### src/shared/pdf_regs.vh
// Register offsets, field positions and reset values of the palette pixel front end.
`ifndef PDF_REGS_VH
`define PDF_REGS_VH

// Wishbone byte addresses, one aligned 32-bit word per register.
`define PDF_ADDR_PSEUDO_MASK   8'h00
`define PDF_ADDR_OVL_MASK      8'h04
`define PDF_ADDR_DAC_CTRL      8'h08
`define PDF_ADDR_PIX_MODE      8'h0C
`define PDF_ADDR_COMPOSITE     8'h10
`define PDF_ADDR_OVL_COLOUR1   8'h14
`define PDF_ADDR_OVL_COLOUR2   8'h18
`define PDF_ADDR_OVL_COLOUR3   8'h1C
`define PDF_ADDR_SUM_RED       8'h20
`define PDF_ADDR_SUM_GREEN     8'h24
`define PDF_ADDR_SUM_BLUE      8'h28
`define PDF_ADDR_STATUS        8'h2C

// DAC control fields.
`define PDF_DAC_BLANK_PED_BIT  0
`define PDF_DAC_COMP_SYNC_BIT  1
`define PDF_DAC_CTRL_W         5

// Pixel mode fields: pixels per input clock and 32-bit pixel mode.
`define PDF_MODE_COUNT_LSB     0
`define PDF_MODE_COUNT_W       3
`define PDF_MODE_32BIT_BIT     3
`define PDF_PIX_MODE_W         7

// Compositing control: compare mode when set, select pins when clear.
`define PDF_COMP_COMPARE_BIT   0
`define PDF_COMPOSITE_W        2

// Status fields.
`define PDF_STAT_EMPTY_BIT     0
`define PDF_STAT_FULL_BIT      1

// Reset values.
`define PDF_RST_PSEUDO_MASK    8'hFF
`define PDF_RST_OVL_MASK       2'h0
`define PDF_RST_DAC_CTRL       5'h00
`define PDF_RST_PIX_MODE       7'h0A
`define PDF_RST_COMPOSITE      2'h0
`define PDF_RST_OVL_COLOUR     24'h000000

// Widths of the data path.
`define PDF_SUM_W              24
`define PDF_PIX_FIELD_W        35
`define PDF_FIFO_DEPTH         8

`endif

### src/pdf_front_end.v
// Pixel input front end of a colour palette converter with a Wishbone register slave.
`timescale 1ns/1ns
`default_nettype none
`include "pdf_regs.vh"

module pdf_front_end #(
  parameter NUM_PIX = 5,
  parameter DEPTH   = `PDF_FIFO_DEPTH,
  parameter AW      = 3
) (
  // Clock and reset.
  input  wire                    clk_i,
  input  wire                    rst_i,
  // Wishbone slave.
  input  wire                    cyc_i,
  input  wire                    stb_i,
  input  wire                    we_i,
  input  wire [7:0]              adr_i,
  input  wire [3:0]              sel_i,
  input  wire [31:0]             dat_i,
  output reg  [31:0]             dat_o,
  output reg                     ack_o,
  // Pixel input ports, four per pixel: red, green, blue, pseudo.
  input  wire [32*NUM_PIX-1:0]   pix_i,
  input  wire [NUM_PIX-1:0]      pixel_source_select_i,
  input  wire [2*NUM_PIX-1:0]    overlay_i,
  input  wire                    blank_n_i,
  input  wire                    hsync_n_i,
  input  wire                    vsync_n_i,
  input  wire                    pix_valid_i,
  output wire                    pix_ready_o,
  // Converter side.
  output reg  [7:0]              dac_red_o,
  output reg  [7:0]              dac_green_o,
  output reg  [7:0]              dac_blue_o,
  output reg                     dot_valid_o,
  output reg                     blank_ped_cut_o,
  output reg                     sync_cut_o
);

  localparam FW = `PDF_PIX_FIELD_W;
  localparam WW = NUM_PIX * FW + 3;

  localparam ST_IDLE = 1'b0;
  localparam ST_RUN  = 1'b1;

  ////////////////////////////////////////////////////////////////////////////
  // Registers.

  reg [7:0]                  pseudo_mask_r;
  reg [1:0]                  ovl_mask_r;
  reg [`PDF_DAC_CTRL_W-1:0]  dac_ctrl_r;
  reg [`PDF_PIX_MODE_W-1:0]  pix_mode_r;
  reg [`PDF_COMPOSITE_W-1:0] composite_r;
  reg [23:0]                 ovl_colour_r [1:3];
  reg [`PDF_SUM_W-1:0]       sum_r [0:2];

  wire                       fifo_empty;
  wire                       fifo_full;
  wire                       wr_en;

  // Byte-lane merge for a 32-bit word under sel.
  function [31:0] lane_merge;
    input [31:0] old_v;
    input [31:0] new_v;
    input [3:0]  sel;
    integer      b;
    begin
      lane_merge = old_v;
      for (b = 0; b < 4; b = b + 1) begin
        if (sel[b]) begin
          lane_merge[8*b +: 8] = new_v[8*b +: 8];
        end
      end
    end
  endfunction

  // The write lands at the edge where the master sees ack.
  assign wr_en = cyc_i && stb_i && we_i && ack_o;

  // Merged overlay colour words, so each byte lane can be written on its own.
  wire [31:0]                ovl_wr1;
  wire [31:0]                ovl_wr2;
  wire [31:0]                ovl_wr3;

  assign ovl_wr1 = lane_merge({8'h00, ovl_colour_r[1]}, dat_i, sel_i);
  assign ovl_wr2 = lane_merge({8'h00, ovl_colour_r[2]}, dat_i, sel_i);
  assign ovl_wr3 = lane_merge({8'h00, ovl_colour_r[3]}, dat_i, sel_i);

  always @(posedge clk_i) begin
    if (rst_i) begin
      ack_o           <= 1'b0;
      dat_o           <= 32'h00000000;
      pseudo_mask_r   <= `PDF_RST_PSEUDO_MASK;
      ovl_mask_r      <= `PDF_RST_OVL_MASK;
      dac_ctrl_r      <= `PDF_RST_DAC_CTRL;
      pix_mode_r      <= `PDF_RST_PIX_MODE;
      composite_r     <= `PDF_RST_COMPOSITE;
      ovl_colour_r[1] <= `PDF_RST_OVL_COLOUR;
      ovl_colour_r[2] <= `PDF_RST_OVL_COLOUR;
      ovl_colour_r[3] <= `PDF_RST_OVL_COLOUR;
    end else begin
      ack_o <= cyc_i && stb_i && !ack_o;
      if (cyc_i && stb_i && !ack_o) begin
        case (adr_i)
          `PDF_ADDR_PSEUDO_MASK: dat_o <= {24'h000000, pseudo_mask_r};
          `PDF_ADDR_OVL_MASK:    dat_o <= {30'h00000000, ovl_mask_r};
          `PDF_ADDR_DAC_CTRL:    dat_o <= {27'h0000000, dac_ctrl_r};
          `PDF_ADDR_PIX_MODE:    dat_o <= {25'h0000000, pix_mode_r};
          `PDF_ADDR_COMPOSITE:   dat_o <= {30'h00000000, composite_r};
          `PDF_ADDR_OVL_COLOUR1: dat_o <= {8'h00, ovl_colour_r[1]};
          `PDF_ADDR_OVL_COLOUR2: dat_o <= {8'h00, ovl_colour_r[2]};
          `PDF_ADDR_OVL_COLOUR3: dat_o <= {8'h00, ovl_colour_r[3]};
          `PDF_ADDR_SUM_RED:     dat_o <= {8'h00, sum_r[0]};
          `PDF_ADDR_SUM_GREEN:   dat_o <= {8'h00, sum_r[1]};
          `PDF_ADDR_SUM_BLUE:    dat_o <= {8'h00, sum_r[2]};
          `PDF_ADDR_STATUS:      dat_o <= {30'h00000000, fifo_full, fifo_empty};
          default:               dat_o <= 32'h00000000;
        endcase
      end
      if (wr_en) begin
        case (adr_i)
          `PDF_ADDR_PSEUDO_MASK: if (sel_i[0]) pseudo_mask_r <= dat_i[7:0];
          `PDF_ADDR_OVL_MASK:    if (sel_i[0]) ovl_mask_r <= dat_i[1:0];
          `PDF_ADDR_DAC_CTRL:    if (sel_i[0]) dac_ctrl_r <= dat_i[`PDF_DAC_CTRL_W-1:0];
          `PDF_ADDR_PIX_MODE:    if (sel_i[0]) pix_mode_r <= dat_i[`PDF_PIX_MODE_W-1:0];
          `PDF_ADDR_COMPOSITE:   if (sel_i[0]) composite_r <= dat_i[`PDF_COMPOSITE_W-1:0];
          `PDF_ADDR_OVL_COLOUR1: ovl_colour_r[1] <= ovl_wr1[23:0];
          `PDF_ADDR_OVL_COLOUR2: ovl_colour_r[2] <= ovl_wr2[23:0];
          `PDF_ADDR_OVL_COLOUR3: ovl_colour_r[3] <= ovl_wr3[23:0];
          default: begin
          end
        endcase
      end
    end
  end

  ////////////////////////////////////////////////////////////////////////////
  // Input sampling into the FIFO.

  reg  [WW-1:0] in_word;
  wire [WW-1:0] head_word;
  wire          head_valid;
  wire          head_pop;
  integer       k;

  // Blank and both syncs ride in the same word as the pixels.
  always @* begin
    in_word = {WW{1'b0}};
    for (k = 0; k < NUM_PIX; k = k + 1) begin
      in_word[k*FW +: 32]    = pix_i[32*k +: 32];
      in_word[k*FW+32 +: 2]  = overlay_i[2*k +: 2];
      in_word[k*FW+34]       = pixel_source_select_i[k];
    end
    in_word[WW-3] = blank_n_i;
    in_word[WW-2] = hsync_n_i;
    in_word[WW-1] = vsync_n_i;
  end

  // A full FIFO stalls the controller through pix_ready_o.
  pdf_fifo #(
    .WIDTH (WW),
    .DEPTH (DEPTH),
    .AW    (AW)
  ) u_fifo (
    .clk_i       (clk_i),
    .rst_i       (rst_i),
    .in_data_i   (in_word),
    .in_valid_i  (pix_valid_i),
    .in_ready_o  (pix_ready_o),
    .out_data_o  (head_word),
    .out_valid_o (head_valid),
    .out_ready_i (head_pop),
    .empty_o     (fifo_empty),
    .full_o      (fifo_full)
  );

  ////////////////////////////////////////////////////////////////////////////
  // Dot serialiser: one pixel of the head word per clock.

  // Pixels per input clock, held to the range 2 to NUM_PIX.
  function [2:0] dots_per_clk;
    input [`PDF_MODE_COUNT_W-1:0] req;
    begin
      if (req < 3'd2) begin
        dots_per_clk = 3'd2;
      end else if (req > NUM_PIX[2:0]) begin
        dots_per_clk = NUM_PIX[2:0];
      end else begin
        dots_per_clk = req;
      end
    end
  endfunction

  reg        state_r;
  reg [2:0]  dot_idx_r;
  reg [2:0]  dot_idx_nxt;
  reg        state_nxt;
  wire [2:0] dot_cnt;

  assign dot_cnt  = dots_per_clk(pix_mode_r[`PDF_MODE_COUNT_LSB +: `PDF_MODE_COUNT_W]);
  assign head_pop = head_valid && (dot_idx_r == dot_cnt - 3'd1);

  always @* begin
    state_nxt   = state_r;
    dot_idx_nxt = dot_idx_r;
    case (state_r)
      ST_IDLE: begin
        dot_idx_nxt = 3'd0;
        if (head_valid) begin
          // Pixel 0 is shown in this cycle, so the next dot is pixel 1.
          state_nxt   = ST_RUN;
          dot_idx_nxt = 3'd1;
        end
      end
      ST_RUN: begin
        if (head_pop) begin
          dot_idx_nxt = 3'd0;
        end else if (head_valid) begin
          dot_idx_nxt = dot_idx_r + 3'd1;
        end else begin
          state_nxt = ST_IDLE;
        end
      end
      default: begin
        state_nxt   = ST_IDLE;
        dot_idx_nxt = 3'd0;
      end
    endcase
  end

  always @(posedge clk_i) begin
    if (rst_i) begin
      state_r   <= ST_IDLE;
      dot_idx_r <= 3'd0;
    end else begin
      state_r   <= state_nxt;
      dot_idx_r <= dot_idx_nxt;
    end
  end

  ////////////////////////////////////////////////////////////////////////////
  // Colour selection for the current dot.

  wire [FW-1:0] cur_pix;
  wire [7:0]    pseudo_masked;
  wire [1:0]    ovl_masked;
  wire          cur_blank_n;
  wire          cur_hsync_n;
  wire          cur_vsync_n;
  reg           use_pseudo;
  reg  [23:0]   colour;

  assign cur_pix       = head_word[dot_idx_r*FW +: FW];
  assign pseudo_masked = cur_pix[31:24] & pseudo_mask_r;
  assign ovl_masked    = cur_pix[33:32] & ovl_mask_r;
  assign cur_blank_n   = head_word[WW-3];
  assign cur_hsync_n   = head_word[WW-2];
  assign cur_vsync_n   = head_word[WW-1];

  // Without the palette tables the pseudo path shows the masked index as grey.
  always @* begin
    if (!pix_mode_r[`PDF_MODE_32BIT_BIT]) begin
      use_pseudo = 1'b1;
    end else if (composite_r[`PDF_COMP_COMPARE_BIT]) begin
      use_pseudo = (pseudo_masked != 8'h00);
    end else begin
      use_pseudo = cur_pix[34];
    end
    if (!cur_blank_n) begin
      colour = 24'h000000;
    end else if (ovl_masked != 2'b00) begin
      colour = ovl_colour_r[ovl_masked];
    end else if (use_pseudo) begin
      colour = {pseudo_masked, pseudo_masked, pseudo_masked};
    end else begin
      colour = cur_pix[23:0];
    end
  end

  ////////////////////////////////////////////////////////////////////////////
  // Converter outputs and checksums.

  reg vsync_prev_r;
  integer c;

  always @(posedge clk_i) begin
    if (rst_i) begin
      dac_red_o       <= 8'h00;
      dac_green_o     <= 8'h00;
      dac_blue_o      <= 8'h00;
      dot_valid_o     <= 1'b0;
      blank_ped_cut_o <= 1'b0;
      sync_cut_o      <= 1'b0;
    end else begin
      dot_valid_o     <= head_valid;
      // An empty queue shows zero rather than unwritten storage.
      dac_red_o       <= head_valid ? colour[7:0] : 8'h00;
      dac_green_o     <= head_valid ? colour[15:8] : 8'h00;
      dac_blue_o      <= head_valid ? colour[23:16] : 8'h00;
      blank_ped_cut_o <= head_valid && !cur_blank_n &&
                         dac_ctrl_r[`PDF_DAC_BLANK_PED_BIT];
      sync_cut_o      <= head_valid && (!cur_hsync_n || !cur_vsync_n) &&
                         dac_ctrl_r[`PDF_DAC_COMP_SYNC_BIT];
    end
  end

  // A clearing dot that is itself unblanked starts the new sum.
  always @(posedge clk_i) begin
    if (rst_i) begin
      vsync_prev_r <= 1'b1;
      for (c = 0; c < 3; c = c + 1) begin
        sum_r[c] <= {`PDF_SUM_W{1'b0}};
      end
    end else if (head_valid) begin
      vsync_prev_r <= cur_vsync_n;
      for (c = 0; c < 3; c = c + 1) begin
        if (cur_vsync_n && !vsync_prev_r) begin
          sum_r[c] <= cur_blank_n ? {16'h0000, colour[8*c +: 8]}
                                  : {`PDF_SUM_W{1'b0}};
        end else if (cur_blank_n) begin
          sum_r[c] <= sum_r[c] + {16'h0000, colour[8*c +: 8]};
        end
      end
    end
  end

endmodule

`default_nettype wire

### src/pdf_fifo.v
// Synchronous FIFO with valid and ready on both sides.
`timescale 1ns/1ns
`default_nettype none

module pdf_fifo #(
  parameter WIDTH = 8,
  parameter DEPTH = 8,
  parameter AW    = 3
) (
  // Clock and reset.
  input  wire             clk_i,
  input  wire             rst_i,
  // Fill side.
  input  wire [WIDTH-1:0] in_data_i,
  input  wire             in_valid_i,
  output wire             in_ready_o,
  // Drain side.
  output wire [WIDTH-1:0] out_data_o,
  output wire             out_valid_o,
  input  wire             out_ready_i,
  // Status.
  output wire             empty_o,
  output wire             full_o
);

  reg [WIDTH-1:0] mem_r [0:DEPTH-1];
  reg [AW:0]      wr_ptr_r;
  reg [AW:0]      rd_ptr_r;
  wire            push;
  wire            pop;

  // The extra pointer bit tells a full buffer from an empty one.
  assign empty_o     = (wr_ptr_r == rd_ptr_r);
  assign full_o      = (wr_ptr_r[AW] != rd_ptr_r[AW]) &&
                       (wr_ptr_r[AW-1:0] == rd_ptr_r[AW-1:0]);
  assign in_ready_o  = !full_o;
  assign out_valid_o = !empty_o;
  assign out_data_o  = mem_r[rd_ptr_r[AW-1:0]];
  assign push        = in_valid_i && !full_o;
  assign pop         = out_ready_i && !empty_o;

  always @(posedge clk_i) begin
    if (rst_i) begin
      wr_ptr_r <= {(AW+1){1'b0}};
      rd_ptr_r <= {(AW+1){1'b0}};
    end else begin
      if (push) begin
        wr_ptr_r <= wr_ptr_r + 1'b1;
      end
      if (pop) begin
        rd_ptr_r <= rd_ptr_r + 1'b1;
      end
    end
  end

  // Storage needs no reset; the pointers keep stale words unread.
  always @(posedge clk_i) begin
    if (push) begin
      mem_r[wr_ptr_r[AW-1:0]] <= in_data_i;
    end
  end

endmodule

`default_nettype wire

### config.mk
export PLATFORM = sky130hd
export DESIGN_NAME = pdf_front_end
export DESIGN_NICKNAME = d
export VERILOG_FILES = /design/src/pdf_front_end.v /design/src/pdf_fifo.v
export VERILOG_INCLUDE_DIRS = /design/src /design/src/shared
export SDC_FILE = /design/constraint.sdc
export NUM_CORES = 2
export LEC_CHECK = 0
export BUFFER_PORTS_ARGS = -buffer_cell sky130_fd_sc_hd__clkbuf_2
export CORE_ASPECT_RATIO = 0.7
export CORE_MARGIN = 5
export CORE_UTILIZATION = 45
export DETAILED_ROUTE_END_ITERATION = 8
export RECOVER_POWER = 25
export SKIP_CTS_REPAIR_TIMING = 1
export SLEW_MARGIN = 5
export SYNTH_ARGS = -nofsm -noshare
export SYNTH_HDL_FRONTEND = slang
export SYNTH_SLANG_ARGS = --single-unit
### constraint.sdc
create_clock -name clk_i -period 24.4 [get_ports clk_i]
set_clock_uncertainty 0.2 [all_clocks]
set_input_delay 2.44 -clock clk_i [delete_from_list [all_inputs] [get_ports clk_i]]
set_output_delay 2.44 -clock clk_i [all_outputs]
set_load 0.02 [all_outputs]
# [Word level (Yosys, flattened, before mapping)]
# Memory sizes are Yosys's and may differ from the RTL's. A register that Yosys moved wholly into a read port is not among the register bits.
# Cells that the tools add are included.
# W data, S select, Z words.
[word_totals] out_inout_bits=61 rom_bits=0 memories=3 register_bits=97 ram_bits=1568 in_bits=228 elab_cells=153 latch_bits=0
[op_classes] div_mod_pow=0 reduce_logical=30 n_eq_ne=16 magnitude_cmp=2 bitwise=12 mul=1 muxes=63 shifts=1 addsub=7
[memory_table] memory="u_fifo.mem_r" depth=8 width=178 read_ports=1 rd_ports_with_merged_regs=1 write_ports=1 line_no="pdf_fifo.v:26" rtl="reg [WIDTH-1:0] mem_r [0:DEPTH-1];"
[memory_table] memory="ovl_colour_r" depth=3 width=24 read_ports=4 rd_ports_with_merged_regs=0 write_ports=3 line_no="pdf_front_end.v:55" rtl="reg [23:0] ovl_colour_r [1:3];"
[memory_table] memory="sum_r" depth=3 width=24 read_ports=3 rd_ports_with_merged_regs=0 write_ports=3 line_no="pdf_front_end.v:56" rtl="reg [`PDF_SUM_W-1:0] sum_r [0:2];"
[op_table] operator="$mux W24" count=12
[op_table] operator="$pmux W24 S12" count=1
[op_table] operator="$shiftx A178 B10 Y35" count=1
[op_table] operator="$mux W8" count=12
[op_table] operator="$add A24 B8 Y24" count=3
[op_table] operator="$eq A8 B5 Y1 const B" count=4
[op_table] operator="$eq A8 B6 Y1 const B" count=4
[op_table] operator="$mux W1" count=30
[op_table] operator="$mux W3" count=6
[op_table] operator="$eq A8 B4 Y1 const B" count=2
[op_table] operator="$reduce_and A3 Y1" count=5
[op_table] operator="$logic_and A1 B1 Y1" count=13
[op_table] operator="$mul A3 B6 Y9 const B" count=1
[op_table] operator="$or A1 B1 Y1" count=9
[op_table] operator="$add A4 B1 Y4 const B" count=2
[op_table] operator="$and A8 B8 Y8" count=1
[op_table] operator="$eq A8 B3 Y1 const B" count=1
[op_table] operator="$logic_not A8 Y1" count=1
[op_table] operator="$reduce_bool A8 Y1" count=1
[op_table] operator="$logic_not A1 Y1" count=7
[op_table] operator="$eq A3 B3 Y1" count=2
[op_table] operator="$pmux W3 S2" count=1
[op_table] operator="$eq A4 B4 Y1" count=1
[op_table] operator="$add A3 B1 Y3 const B" count=1
[op_table] operator="other kinds (11)" count=11

# [Logic depth before layout (Yosys ltp)]
[depth] depth_word=12 ltp_mapped=27

# [By module]
# A second synthesis with hierarchy kept.
[unflattened] cells_unflattened=3486 area_unflattened_um2=67616.1
[by_module_without_submodules] module="pdf_fifo" area_each_um2=54219.5 cells_each=2144 instances=1
[by_module_without_submodules] module="pdf_front_end" area_each_um2=13396.6 cells_each=1342 instances=1

# [Worst setup path after synthesis]
# OpenSTA, ideal clock, no wires.
[synth_timing] path_type="input-to-reg" startpoint="in pix_valid_i" endpoint="mem u_fifo.mem_r[1][0] (netlist name), enable pin" required_ns=22.984 arrival_time_ns=20.642 setup_slack_ns=2.342 path_stages=2 cell_sequence="nand2_1 nor4b_1"
[synth_via] elab_chain_cells=3
[synth_lines] item="from (decl)" line_no="pdf_front_end.v:30" rtl="input wire pix_valid_i,"
[synth_lines] item="$logic_and A1 B1 Y1" line_no="pdf_fifo.v:39" rtl="assign push = in_valid_i && !full_o;"
[synth_lines] item="$mux W1" line_no="pdf_fifo.v:58" rtl="if (push) begin"
[synth_lines] item="$mux W1 (implied by the code)" line_no="pdf_fifo.v:59" rtl="mem_r[wr_ptr_r[AW-1:0]] <= in_data_i;"
[synth_lines] item="to (decl)" line_no="pdf_fifo.v:26"
# Every way passes these cells.

==> results_dict.tcl <==
set metrics [dict create \
    ioPinCount 289 \
    drv_cap 0 \
    postSynthCellCount 3569 \
    firstDrtPassIters 5 \
    routed_wirelength_um 172000 \
    peakVddDrop_uv 77.6 \
    syn2layout_area_growth_pct 12.9 \
    p_leak_nw 23.9 \
    hold_violations 0 \
    crit_path_end_kind "flip-flop" \
    row_count 118 \
    drv_slew 0 \
    run_status "finished clean" \
    crit_path_end "sum_r[1][18]$_SDFFCE_PN0P_" \
    cts_root_buffer "clkbuf_16" \
    worst_pin_slew_ns 1.28 \
    fin_util 0.512 \
    grt_pass1_wl_um 248000 \
    die_h_um 333 \
    grt_pass1_vias 34600 \
    fill_cells 11900 \
    wl_met3_um 15100 \
    htreeDepth 4 \
    clkSlewWorstSetupHoldPaths_ns 0.06 \
    wl_per_cell_um 28.5 \
    fin_crit_ns 8.96 \
    final_nets 4141 \
    synth-seq-cells 1660 \
    vias 35400 \
    remaining_drc_errors 0 \
    synth_top_cell_area_share 0.702 \
    first_iter_violations 3727 \
    hpwlAfterDp_um 104000 \
    yosys.area.top_type "edfxtp_1" \
    ys_seq_area_frac 0.729 \
    synth_area_um2 67100 \
    synth_edf_count 1568 \
    ys.flop_type "edfxtp_1" \
    cts_tree "done" \
    drive_gt1_frac 0.222 \
    wl_met2_um 78100 \
    synth_area_per_cell_um2 18.8 \
    regToRegSetupSlack_ns 15.44 \
    layout_common_cells "edfxtp_1 (1568), mux4_2 (369), nand2_1 (173)" \
    fin_tns_setup_ns 0 \
    synth_async_sr_flop_share 0 \
    setup_viol 0 \
    numCtsBuffers 160 \
    antenna_found_initial 51 \
    rsz0062_at_grt "no" \
    fin_crit_sh 0.367 \
    yosys_warnings 0 \
    avgViaCountPerCell 5.88 \
    layout_commonest_cell "edfxtp_1" \
    relSlewSlack 0.136 \
    port_buffers 271 \
    cts_max_path_buffers 3 \
    grt_overflow 0 \
    r2r_end "sum_r[1][18]$_SDFFCE_PN0P_" \
    p_per_area_nw_per_um2 84.7 \
    wl_met1_um 73900 \
    fmax_mhz 112 \
    synth_cell_types 81 \
    synth_top_cells_by_area "edfxtp_1 (70%), mux4_2 (12%), dfxtp_1 (2.7%)" \
    setup.worst_path.class "reg -> reg" \
    dr.max_layer_used "met5" \
    clk_latency_ns 0.78 \
    reg2reg_depth 23 \
    grt_usage 0.216 \
    crit_required_ns 24.72 \
    postRouteAntennaNets 0 \
    cp.arrival_ns 9.28 \
    core-area_um2 148000 \
    cp-start-kind "flip-flop" \
    gp_congestion 0.902 \
    worst-path-max-fanout 49 \
    start_util 0.453 \
    die_w_um 471 \
    grt_max_degree 104 \
    die_area_um2 157000 \
    cts_sinks 1660 \
    hold_path.class "reg -> reg" \
]
## worst min path at each step
stage / startpoint / endpoint / slack, ns / cells past startpoint
6_report: pix_mode_r[4]$_SDFFE_PP0P_ / pix_mode_r[4]$_SDFFE_PP0P_ / 0.26 / 2
5_1_grt: pix_mode_r[6]$_SDFFE_PP0P_ / pix_mode_r[6]$_SDFFE_PP0P_ / 0.28 / 2
4_1_cts: pix_mode_r[4]$_SDFFE_PP0P_ / pix_mode_r[4]$_SDFFE_PP0P_ / 0.25 / 2
3_5_place_dp: pix_mode_r[4]$_SDFFE_PP0P_ / pix_mode_r[4]$_SDFFE_PP0P_ / 0.25 / 2
3_3_place_gp: composite_r[1]$_SDFFE_PP0P_ / composite_r[1]$_SDFFE_PP0P_ / 0.24 / 2
2_1_floorplan: dac_ctrl_r[1]$_SDFFE_PP0P_ / sync_cut_o$_SDFF_PP0_ / 0.22 / 2
## cell families after synthesis
logic type	after synthesis	share of synthesized area
DFF	1660	0.729
and+or+nand+nor	610	0.0439
muxes	513	0.145
AOI/OAI and AO/OA	439	0.0466
buffers and inverters	252	0.0203
xor gates and xnor gates	63	0.00823
adders and majority gates	31	0.00612
other	1	0.0000559
## through the flow
stage	hold slack, ns	cell area (um^2)	cells	setup WS [ns]	total power [W]
3_5_place_dp	0.246	70600	5700	15.57	0.00399
2_1_floorplan	0.225	67100	3576	2.34	0.00377
4_1_cts	0.254	75800	5991	15.55	0.00648
6_report	0.256	75800	6018	15.44	0.00642
3_3_place_gp	0.242	70600	5700	15.62	0.00398
5_1_grt	0.275	75700	6000	14.87	0.00666
## layer usage
layer / up-vias / GRT usage
met5: - / 0
met4: 18 / 0.0634
met3: 283 / 0.0531
met2: 1449 / 0.326
met1: 18400 / 0.316
li1: 15200 / -
## area by class of cell
cell class | instances | area (um^2) | share of cell area
diodes | 27 | 67.6 | 0.000892
flip-flops and latches | 1660 | 48900 | 0.646
repair buffers | 348 | 1890 | 0.0249
inverters | 48 | 185 | 0.00244
multi-input cells | 1664 | 16900 | 0.224
clock inverters | 81 | 851 | 0.0112
clock buffers | 210 | 4410 | 0.0582
well taps | 1980 | 2480 | 0.0327
## where the power goes
group          internal [W]  switching, W
Sequential          0.00322     0.0000671
Clock               0.00143       0.00106
Combinational      0.000255      0.000391
## state kept, by name (all words and copies together), names as in the netlist, 2 cells and up, named ones only
signal,count
composite_r,2
dac_blue_o,8
dac_red_o,8
sum_r,72
dat_o,24
u_fifo.rd_ptr_r,4
dac_green_o,8
u_fifo.mem_r,1424
dac_ctrl_r,5
pseudo_mask_r,8
dot_idx_r,3
ovl_mask_r,2
pix_mode_r,7
ovl_colour_r,72
u_fifo.wr_ptr_r,4
## synth_stat cells, types with 30 or more instances
cell,instances
xnor2_1,52
a221oi_1,38
dfxtp_1,92
o21ai_0,34
edfxtp_1,1568
and2_1,79
nand3_1,55
clkbuf_1,84
nand2_1,174
a211oi_1,32
inv_1,41
mux2i_1,137
a21oi_1,99
buf_2,51
a22oi_1,59
mux4_2,369
buf_4,32
nor2_1,163
nor3_1,30
## critical path: stages (launching register included)
cell and delay [ns]:
dfxtp_4 0.81, buf_4 0.69, buf_4 0.74, nor2b_1 0.74
a22oi_1 0.27, o211ai_1 0.16, a31oi_1 0.25, or3_4 0.57
nor3_1 0.65, a211o_1 0.34, a21oi_1 0.11, nor2_1 0.12
ha_1 0.18, inv_1 0.06, fa_1 0.38, nor2b_1 0.16
o21ai_0 0.11, a21boi_0 0.24, o21ai_0 0.16, a21boi_0 0.33
o21ai_1 0.40, a2111oi_0 0.67, xnor2_1 0.18, nor2_1 0.05
Power figures use the tool's default switching activity.
